**src/core/dcc_pkg.sv**
```systemverilog
package dcc_pkg;

  // ==========================================================================
  // Channel select encodings
  // ==========================================================================
  localparam logic [2:0] NEG_PIN0 = 3'h0;
  localparam logic [2:0] NEG_PIN3 = 3'h3;
  localparam logic [2:0] NEG_FVR = 3'h6;
  localparam logic [2:0] NEG_GND = 3'h7;
  localparam logic [2:0] POS_PIN0 = 3'h0;
  localparam logic [2:0] POS_PIN1 = 3'h1;
  localparam logic [2:0] POS_DAC = 3'h5;
  localparam logic [2:0] POS_FVR = 3'h6;
  localparam logic [2:0] POS_GND = 3'h7;

  // ==========================================================================
  // Control register A layout and reset value
  // ==========================================================================
  localparam int CTLA_ON_BIT = 7;
  localparam int CTLA_RES_BIT = 6;
  localparam int CTLA_INV_BIT = 4;
  localparam int CTLA_HYS_BIT = 1;
  localparam int CTLA_SYNC_BIT = 0;
  localparam logic [7:0] CTLA_RESET = 8'h00;
  localparam int NUM_CMP = 2;

  // One-hot source routing for one comparator input.
  typedef struct packed {
    logic [3:0] pin;
    logic dac;
    logic fvr;
    logic gnd;
  } dcc_route_t;

  // Per-comparator configuration.
  typedef struct packed {
    logic comparator_on;
    logic output_invert;
    logic input_deadband_enable;
    logic sync_enable;
    logic rise_edge_irq_enable;
    logic fall_edge_irq_enable;
    logic [2:0] positive_channel_select;
    logic [2:0] negative_channel_select;
  } dcc_cfg_t;

endpackage

```
**src/core/dcc_channel.sv**
```systemverilog
`timescale 1ns/1ps
// ============================================================================
// One comparator: gating, polarity, latching, sync and edge detection
// ============================================================================
module dcc_channel (
  input wire logic ref_clk,
  input wire logic reset,
  input wire dcc_pkg::dcc_cfg_t cfg,
  input wire logic raw_compare,
  input wire logic tmr1_clk_pre,
  input wire logic flag_clear,
  output logic result_q,
  output logic pin_out,
  output logic timer_gate,
  output logic flag_q,
  output dcc_pkg::dcc_route_t pos_route,
  output dcc_pkg::dcc_route_t neg_route,
  output logic deadband_on,
  output logic analog_power
);

  logic raw_s1_q;
  logic raw_s2_q;
  logic tclk_s1_q;
  logic tclk_s2_q;
  logic tclk_d1_q;
  logic sync_q;
  logic prev_q;
  logic polar;
  logic tclk_fall;
  logic rise_hit;
  logic fall_hit;
  logic async_out;

  function automatic dcc_pkg::dcc_route_t neg_decode(input logic [2:0] sel, input logic on);
    dcc_pkg::dcc_route_t r;
    r = '0;
    if (on) begin
      if (sel <= dcc_pkg::NEG_PIN3) r.pin[sel[1:0]] = 1'b1;
      else if (sel == dcc_pkg::NEG_FVR) r.fvr = 1'b1;
      else if (sel == dcc_pkg::NEG_GND) r.gnd = 1'b1;
    end
    return r;
  endfunction

  function automatic dcc_pkg::dcc_route_t pos_decode(input logic [2:0] sel, input logic on);
    dcc_pkg::dcc_route_t r;
    r = '0;
    if (on) begin
      if (sel == dcc_pkg::POS_PIN0 || sel == dcc_pkg::POS_PIN1) r.pin[sel[1:0]] = 1'b1;
      else if (sel == dcc_pkg::POS_DAC) r.dac = 1'b1;
      else if (sel == dcc_pkg::POS_FVR) r.fvr = 1'b1;
      else if (sel == dcc_pkg::POS_GND) r.gnd = 1'b1;
    end
    return r;
  endfunction

  // enable gates comparator
  assign analog_power = cfg.comparator_on;
  // hysteresis control
  assign deadband_on = cfg.comparator_on & cfg.input_deadband_enable;
  // negative routing
  assign neg_route = neg_decode(cfg.negative_channel_select, cfg.comparator_on);
  // positive routing
  assign pos_route = pos_decode(cfg.positive_channel_select, cfg.comparator_on);
  // polarity, off reads invert
  assign polar = (cfg.comparator_on & raw_s2_q) ^ cfg.output_invert;
  // sample on falling edge
  assign tclk_fall = tclk_d1_q & ~tclk_s2_q;
  // unregistered pin copy
  assign async_out = polar;
  // sync only via Timer1 clock
  assign pin_out = cfg.sync_enable ? sync_q : async_out;
  // gate source to timers
  assign timer_gate = pin_out;
  // edge detectors
  assign rise_hit = result_q & ~prev_q;
  assign fall_hit = ~result_q & prev_q;

  // Analog result and Timer1 clock are asynchronous, so both get two stages.
  always_ff @(posedge ref_clk) begin
    raw_s1_q <= raw_compare;
    raw_s2_q <= raw_s1_q;
    tclk_s1_q <= tmr1_clk_pre;
    tclk_s2_q <= tclk_s1_q;
    tclk_d1_q <= tclk_s2_q;
  end

  always_ff @(posedge ref_clk) begin
    if (reset) begin
      result_q <= 1'b0;
      prev_q <= 1'b0;
      sync_q <= 1'b0;
      flag_q <= 1'b0;
    end else begin
      // latch each cycle
      result_q <= polar;
      prev_q <= result_q;
      if (tclk_fall) sync_q <= polar;
      // set wins over clear
      if ((rise_hit & cfg.rise_edge_irq_enable) | (fall_hit & cfg.fall_edge_irq_enable))
        flag_q <= 1'b1;
      else if (flag_clear)
        flag_q <= 1'b0;
    end
  end

endmodule // dcc_channel

```
**src/core/dcc_top.sv**
```systemverilog
`timescale 1ns/1ps
// Functional notes
// Comparator runs only while enabled; off means lowest current.
// Disabled comparator disconnects every input path.
// Output high when positive input exceeds negative; invert complements.
// Result readable as per-comparator bit and shared two-bit mirror.
// Software maps pin source and clears direction to output result.
// Internal result latched each cycle; pin copies unregistered unless synced. dcc_top registers pin_result every ref_clk cycle.
// Hysteresis control adds or removes input separation voltage.
// Results offered as gate sources to odd timers.
// Software should enable sync when gating a timer.
// Synchronization uses only the Timer1 clock.
// Synced output registered on falling edge of prescaled Timer1 clock.
// Timer1 counts on rising edge; sample on falling edge.
// Separate rise and fall detectors set flag when enabled.
// Software sets all enables for interrupt to reach processor.
// Software clears flag; simultaneous edge keeps it set.
// Toggling invert or enable while off can set the flag.
// Positive select routes pin, DAC or fixed reference.
// Negative select routes pin, fixed reference or ground.
// Software sets analog select and direction before pin use.
// Negative codes: pins 0-3, two unused, reference, ground.
// Positive codes: pins 0-1, three unused, DAC, reference, ground.
// Control A: enable, result, invert, hysteresis, sync bits.
// Edge fires one cycle when result differs from previous.
module dcc_top (
  input wire logic ref_clk,
  input wire logic reset,
  input wire dcc_pkg::dcc_cfg_t cfg_1,
  input wire dcc_pkg::dcc_cfg_t cfg_2,
  input wire logic raw_compare_1,
  input wire logic raw_compare_2,
  input wire logic tmr1_clk_pre,
  input wire logic flag_clear_1,
  input wire logic flag_clear_2,
  output logic [7:0] comparator_control_a_1,
  output logic [7:0] comparator_control_a_2,
  output logic [1:0] shared_result_mirror,
  output logic [1:0] comparator_irq_flag,
  output logic [1:0] pin_result,
  output logic [1:0] timer_gate,
  output dcc_pkg::dcc_route_t pos_route_1,
  output dcc_pkg::dcc_route_t neg_route_1,
  output dcc_pkg::dcc_route_t pos_route_2,
  output dcc_pkg::dcc_route_t neg_route_2,
  output logic [1:0] deadband_on,
  output logic [1:0] analog_power
);

  // ==========================================================================
  // Channels
  // ==========================================================================
  logic [1:0] res;
  logic [1:0] flg;
  logic [1:0] pin_c;
  logic [1:0] gate_c;
  logic [1:0] db_c;
  logic [1:0] pw_c;
  dcc_pkg::dcc_route_t pr1;
  dcc_pkg::dcc_route_t nr1;
  dcc_pkg::dcc_route_t pr2;
  dcc_pkg::dcc_route_t nr2;
  logic [7:0] ctla_1;
  logic [7:0] ctla_2;

  dcc_channel u_ch1 (
    .ref_clk(ref_clk),
    .reset(reset),
    .cfg(cfg_1),
    .raw_compare(raw_compare_1),
    .tmr1_clk_pre(tmr1_clk_pre),
    .flag_clear(flag_clear_1),
    .result_q(res[0]),
    .pin_out(pin_c[0]),
    .timer_gate(gate_c[0]),
    .flag_q(flg[0]),
    .pos_route(pr1),
    .neg_route(nr1),
    .deadband_on(db_c[0]),
    .analog_power(pw_c[0])
  );

  dcc_channel u_ch2 (
    .ref_clk(ref_clk),
    .reset(reset),
    .cfg(cfg_2),
    .raw_compare(raw_compare_2),
    .tmr1_clk_pre(tmr1_clk_pre),
    .flag_clear(flag_clear_2),
    .result_q(res[1]),
    .pin_out(pin_c[1]),
    .timer_gate(gate_c[1]),
    .flag_q(flg[1]),
    .pos_route(pr2),
    .neg_route(nr2),
    .deadband_on(db_c[1]),
    .analog_power(pw_c[1])
  );

  // ==========================================================================
  // Status view
  // ==========================================================================
  function automatic logic [7:0] ctla_view(input dcc_pkg::dcc_cfg_t c, input logic r);
    logic [7:0] v;
    v = dcc_pkg::CTLA_RESET;
    v[dcc_pkg::CTLA_ON_BIT] = c.comparator_on;
    v[dcc_pkg::CTLA_RES_BIT] = r;
    v[dcc_pkg::CTLA_INV_BIT] = c.output_invert;
    v[dcc_pkg::CTLA_HYS_BIT] = c.input_deadband_enable;
    v[dcc_pkg::CTLA_SYNC_BIT] = c.sync_enable;
    return v;
  endfunction

  // control A layout
  assign ctla_1 = ctla_view(cfg_1, res[0]);
  assign ctla_2 = ctla_view(cfg_2, res[1]);

  // Outputs are registered, which adds one cycle to every path but keeps
  // the pin copies glitch free toward the timer gates.
  always_ff @(posedge ref_clk) begin
    if (reset) begin
      comparator_control_a_1 <= dcc_pkg::CTLA_RESET;
      comparator_control_a_2 <= dcc_pkg::CTLA_RESET;
      shared_result_mirror <= 2'h0;
      comparator_irq_flag <= 2'h0;
      pin_result <= 2'h0;
      timer_gate <= 2'h0;
      pos_route_1 <= '0;
      neg_route_1 <= '0;
      pos_route_2 <= '0;
      neg_route_2 <= '0;
      deadband_on <= 2'h0;
      analog_power <= 2'h0;
    end else begin
      comparator_control_a_1 <= ctla_1;
      comparator_control_a_2 <= ctla_2;
      // shared mirror
      shared_result_mirror <= res;
      // flags out
      comparator_irq_flag <= flg;
      // pin copies
      pin_result <= pin_c;
      // timer gate sources
      timer_gate <= gate_c;
      // gated routing
      pos_route_1 <= pr1;
      neg_route_1 <= nr1;
      pos_route_2 <= pr2;
      neg_route_2 <= nr2;
      // analog controls
      deadband_on <= db_c;
      analog_power <= pw_c;
    end
  end

endmodule // dcc_top

```
**config.mk**
```make
export PLATFORM = sky130hd
export DESIGN_NAME = dcc_top
export DESIGN_NICKNAME = d
export VERILOG_FILES = /design/src/core/dcc_pkg.sv /design/src/core/dcc_channel.sv /design/src/core/dcc_top.sv
export SDC_FILE = /design/constraint.sdc
export NUM_CORES = 1
export LEC_CHECK = 0
export ABC_AREA = 1
export BUFFER_PORTS_ARGS = -buffer_cell sky130_fd_sc_hd__buf_2
export CORE_MARGIN = 4
export CORE_UTILIZATION = 40
export DETAILED_ROUTE_END_ITERATION = 8
export GPL_ROUTABILITY_DRIVEN = 0
export PLACE_DENSITY = 0.69
export SETUP_SLACK_MARGIN = 0.15
export SLEW_MARGIN = 20
export SYNTH_ARGS = -nofsm -noshare
export SYNTH_HDL_FRONTEND = slang
export SYNTH_SLANG_ARGS = --single-unit
```
**constraint.sdc**
```tcl
create_clock -name ref_clk -period 1 [get_ports ref_clk]
set_input_delay 0.15 -clock ref_clk [delete_from_list [all_inputs] [get_ports ref_clk]]
set_output_delay 0.15 -clock ref_clk [all_outputs]
set_load 0.02 [all_outputs]
```
# ---- After elaboration in Yosys (flattened, before gate mapping)
# Cells that the tools add are included.
dict set report totals {
  register_bits 69
  latch_bits 0
  ramBits 0
  mem_bits_ro 0
  out_inout_bits 56
  wordCells 138
  memories 0
}
dict set report op_classes {
  add_sub_neg 0
  n_mul 0
  div 0
  n_lt_le_gt_ge 10
  n_eq_ne 12
  shift 0
  muxes 24
  bitwise_logic 28
  reduce_logical 24
}
# operator n
set op_table {}
lappend op_table {{equality test 3 bit, second input constant} 10}
lappend op_table {{OR reduction 3 bit} 8}
lappend op_table {{2-to-1 mux 1 bit} 20}
lappend op_table {{OR reduction 4 bit} 4}
lappend op_table {{AND 1 bit} 13}
lappend op_table {{< comparator 2 x 3 -> 1 bit, second input constant} 4}
lappend op_table {{inverter 1 bit} 11}
lappend op_table {{OR reduction 5 bit} 2}
lappend op_table {{demux 1 bit (select 2 bit)} 4}
lappend op_table {{>= comparator 2 x 1 -> 1 bit, second input constant} 4}
lappend op_table {{equality test 3 x 1 -> 1 bit, second input constant} 2}
lappend op_table {{less-or-equal comparator 3 x 2 -> 1 bit, second input constant} 2}
lappend op_table {{zero test 3 bit} 2}
lappend op_table {{logical AND 1 bit} 4}
lappend op_table {{nonzero test 2 bit} 2}
lappend op_table {{logical OR 1 bit} 2}
lappend op_table {{bitwise OR 1 bit} 2}
lappend op_table {{XOR 1 bit} 2}

# ---- Depth between registers and ports, before layout
dict set report depth {
  depth_word 5
  ltp_mapped 6
  depth_no_buf 6
}

# ---- Hierarchy
# A second synthesis with hierarchy kept.
dict set report hier_totals {
  cells_unflattened 294
  hier_area_um2 2319.7
}
# mod n_inst cells_per_inst area_per_inst_um2 seq_area_each_um2
set by_module_without_submodules {}
lappend by_module_without_submodules {dcc_top 1 158 1428.9 960.9}
lappend by_module_without_submodules {{dcc_channel (u_ch1)} 1 68 447.9 180.2}
lappend by_module_without_submodules {{dcc_channel (u_ch2)} 1 68 442.9 180.2}

# ---- Worst setup path after synthesis
# OpenSTA, ideal clock, no wires.
dict set report synth_timing {
  path_kind {input -> register}
  from {input reset}
  to {register neg_route_1[4] (netlist bit)}
  arrival_time_ns 0.706
  t_required_ns 0.927
  path_slack_ns 0.221
  stages 5
  n_path_buf 1
  cell_sequence {buf_6 > clkinv_4 > nand2_4 > or2_4 > nor3_2}
}
dict set report synth_via {
  elab_chain_cells 1
}
# item line
set synth_lines {}
lappend synth_lines {{from (decl)} dcc_top.sv:28} ;# input wire logic reset,
lappend synth_lines {{OR reduction 3 bit (no source line)} -}
lappend synth_lines {{to (signal assigned)} dcc_top.sv:147} ;# neg_route_1 <= nr1;
lappend synth_lines {{to (decl)} dcc_top.sv:43} ;# output dcc_pkg::dcc_route_t neg_route_1,
# Every way passes these cells.
# A chain may end at the register's enable or synchronous reset.

# ---- Worst setup path in the final report
dict set report layout_timing {
  from {register comparator_control_a_1[6]}
  to {output comparator_control_a_1[6]}
}
# item line
set layout_lines {}
lappend layout_lines {{from (decl)} dcc_top.sv:36} ;# output logic [7:0] comparator_control_a_1,
lappend layout_lines {{from (signal assigned)} dcc_top.sv:122} ;# comparator_control_a_1 <= dcc_pkg::CTLA_RESET;
lappend layout_lines {{from (signal assigned)} dcc_top.sv:135} ;# comparator_control_a_1 <= ctla_1;
# No word-level cell between the ends.

==> out/results.txt <==
Status - completed
Tmin final - 0.930 ns
Post-DRT Antenna Nets - 0
# nets final - 292
Crit path largest cell delay - 0.35 ns
Largest area contributor in the netlist - dfxtp_1
Synth-to-layout area growth - 50.7%
WHS - 0.0266 ns
Top post-synthesis cells by area - dfxtp_1 (64%), buf_4 (6.9%), inv_1 (5.0%)
Routed len/inst - 11.1 um
Max FO, Critical Path - 3
Synth Cell Area - 1730 um2
Clock Skew - 0.00405 ns
CP bufs+invs - 1
Unrepaired setup endpoints after global routing - true
Commonest non-fill, non-tap cell in the layout - buf_6
Fin Setup TNS - 0 ns
Critical Path End Type - output port
Gate Count Post-Synth - 177
ANT cells - 0
Max Root-Sink Buffers - 2
Drt total wl - 3460 um
Vert. Die Dim - 73.8 um
Register bit total from synthesis - 55
Initial DRC count - 49
Tot GR Track Use - 0.134
CTS Buf Count - 5
Htree depth - 2
Worst path arrival time - 0.78 ns
Initial antenna violation count - 0
Global-route wire length before repair - 5580 um
Core Region - 4090 um2
Max-Cap Viols - 0
CTS sink count - 55
Worst hold-check path type - primary input to flop
Fill cells - 324
Pwr dens - 1610 nW/um2
P_leak - 1.27 nW
Cell row count - 23
Detailed placement HPWL - 2520 um
Overflow after GRT - 0
DRC violations left - 0
Largest net degree at the start of global routing - 18
Clk slew on worst S/H paths - 0.09 ns
Die X - 73.8 um
CTS tree - built
I/O Buffers - 78
Io pins - 87
Area of the multi-input gates - 454 um2
DR vias - 1333
Worst-path cell chain - buf_4
Ratio of final minimum period to clock period - 0.930
Die area - 5440 um2
Worst vdd ir - 963 uV
Critical path class - flop to output port
CP Data Required Time - 0.85 ns
FF/Latch Area - 1150 um2
Distinct cells, synth - 19
Layout cells sized above 1 - 0.548
Drt pass-1 iters - 4
Final Hold Viols - 0
Via/cell ratio - 4.29
Register area share after synthesis - 0.637
CP Launch Type - flop
Clk Tree Root Cell - clkbuf_8
Worst-Skew Late Latency - 0.29 ns
Post-synth top area share - 0.637
Achievable frequency - 1080 MHz
Slowest-stage cell, CP - dfxtp_2
Synthesized area per cell - 9.77 um2
Most frequent cells in the layout - buf_6 (46), dfxtp_2 (43), buf_2 (30), inv_1 (23), nand2_1 (22)
Crit path max-delay family - flip-flops
Syn. warnings - 0
Final setup vio count - 0
Vias in the first global route - 1291
Initial core utilization - 0.423
Final Max Slew Viols - 0
==> cells by family (layout without fill, tap and decap cells) <==
group | Yosys count | count (layout) | share of synthesized area
other cells | 1 | 12 | 0.00217
flops | 55 | 55 | 0.637
buf+inv | 42 | 115 | 0.134
simple gates | 72 | 72 | 0.207
compound gates | 7 | 7 | 0.0203
==> per-stage QoR <==
step           cell area, um2  setup WS, ns  utilization  power [W]  cells
2_1_floorplan            1770         0.221            -    0.00264    188
3_3_place_gp             2090         0.163        0.513    0.00275    299
3_5_place_dp             2090         0.141        0.513    0.00276    299
4_1_cts                  2570        0.0544        0.630    0.00424    311
5_1_grt                  2610        0.0234        0.637    0.00440    311
6_report                 2610        0.0701        0.637    0.00419    311
==> synth_stat cells <==
| cell type | instances |
|---|---|
| buf_4 | 16 |
| nor3_1 | 7 |
| or2_4 | 2 |
| nor3_2 | 5 |
| buf_6 | 1 |
| o21ai_0 | 3 |
| nand2_1 | 22 |
| nor4_1 | 5 |
| nand3b_1 | 2 |
| buf_2 | 1 |
| nand3_1 | 6 |
| clkinv_4 | 1 |
| nor2_1 | 21 |
| nand2_2 | 1 |
| a21oi_1 | 4 |
| dfxtp_1 | 55 |
| inv_1 | 23 |
| nand2_4 | 1 |
| conb_1 | 1 |
==> final cells by class <==
type                       instances  area share
timing repair buffer              84       0.282
tap                               50      0.0240
multi-input combinational         91       0.174
clock inverter                     1      0.0115
sequential                        55       0.443
inverter                          24      0.0365
clock buffer                       6      0.0279
==> repair_timing <==
| item | in CTS | in global routing |
|---|---|---|
| resized for setup | 133 | 11 |
| endpoints found under the hold margin | 3 | 0 |
| endpoints found under the setup margin | 50 | 52 |
| pin swaps | 0 | 2 |
| setup buffers | 2 | 0 |
| hold buffers | 3 | 0 |
==> where the power goes <==
group	switching (W)	internal, W	total, W	leakage (nW)
logic	0.000277	0.000227	0.000504	0.746
clock network	0.000623	0.000734	0.00136	0.0513
registers	0.0000421	0.00229	0.00233	0.469
==> per-layer routing <==
| layer | global-route usage | share of wire |
|---|---|---|
| met1 | 0.138 | 0.39 |
| met3 | 0.0711 | 0.12 |
| met2 | 0.229 | 0.48 |
| met4 | 0.0483 | 0.014 |
| met5 | 0 | 0 |
==> worst paths after layout <==
check,startpoint,slack (ns),end,cells past startpoint
min,cfg_1[0],0.03,neg_route_1[3]$_SDFF_PP0_,2
min reg2reg,u_ch2.raw_s1_q$_DFF_P_,0.33,u_ch2.raw_s2_q$_DFF_P_,0
max,comparator_control_a_1[6]$_SDFF_PP0_,0.07,comparator_control_a_1[6],1
max reg2reg,comparator_control_a_2[6]$_SDFF_PP0_,0.20,u_ch2.flag_q$_SDFFE_PP0P_,5
==> registers in the layout (all words and copies together) (netlist names), 2 cells and up <==
| register | flops |
|---|---|
| comparator_control_a_2 | 4 |
| comparator_control_a_1 | 4 |
| deadband_on | 2 |
| pos_route_1 | 7 |
| timer_gate | 2 |
| neg_route_2 | 6 |
| analog_power | 2 |
| comparator_irq_flag | 2 |
| pos_route_2 | 7 |
| neg_route_1 | 6 |
(Power assumes the default switching activity.)
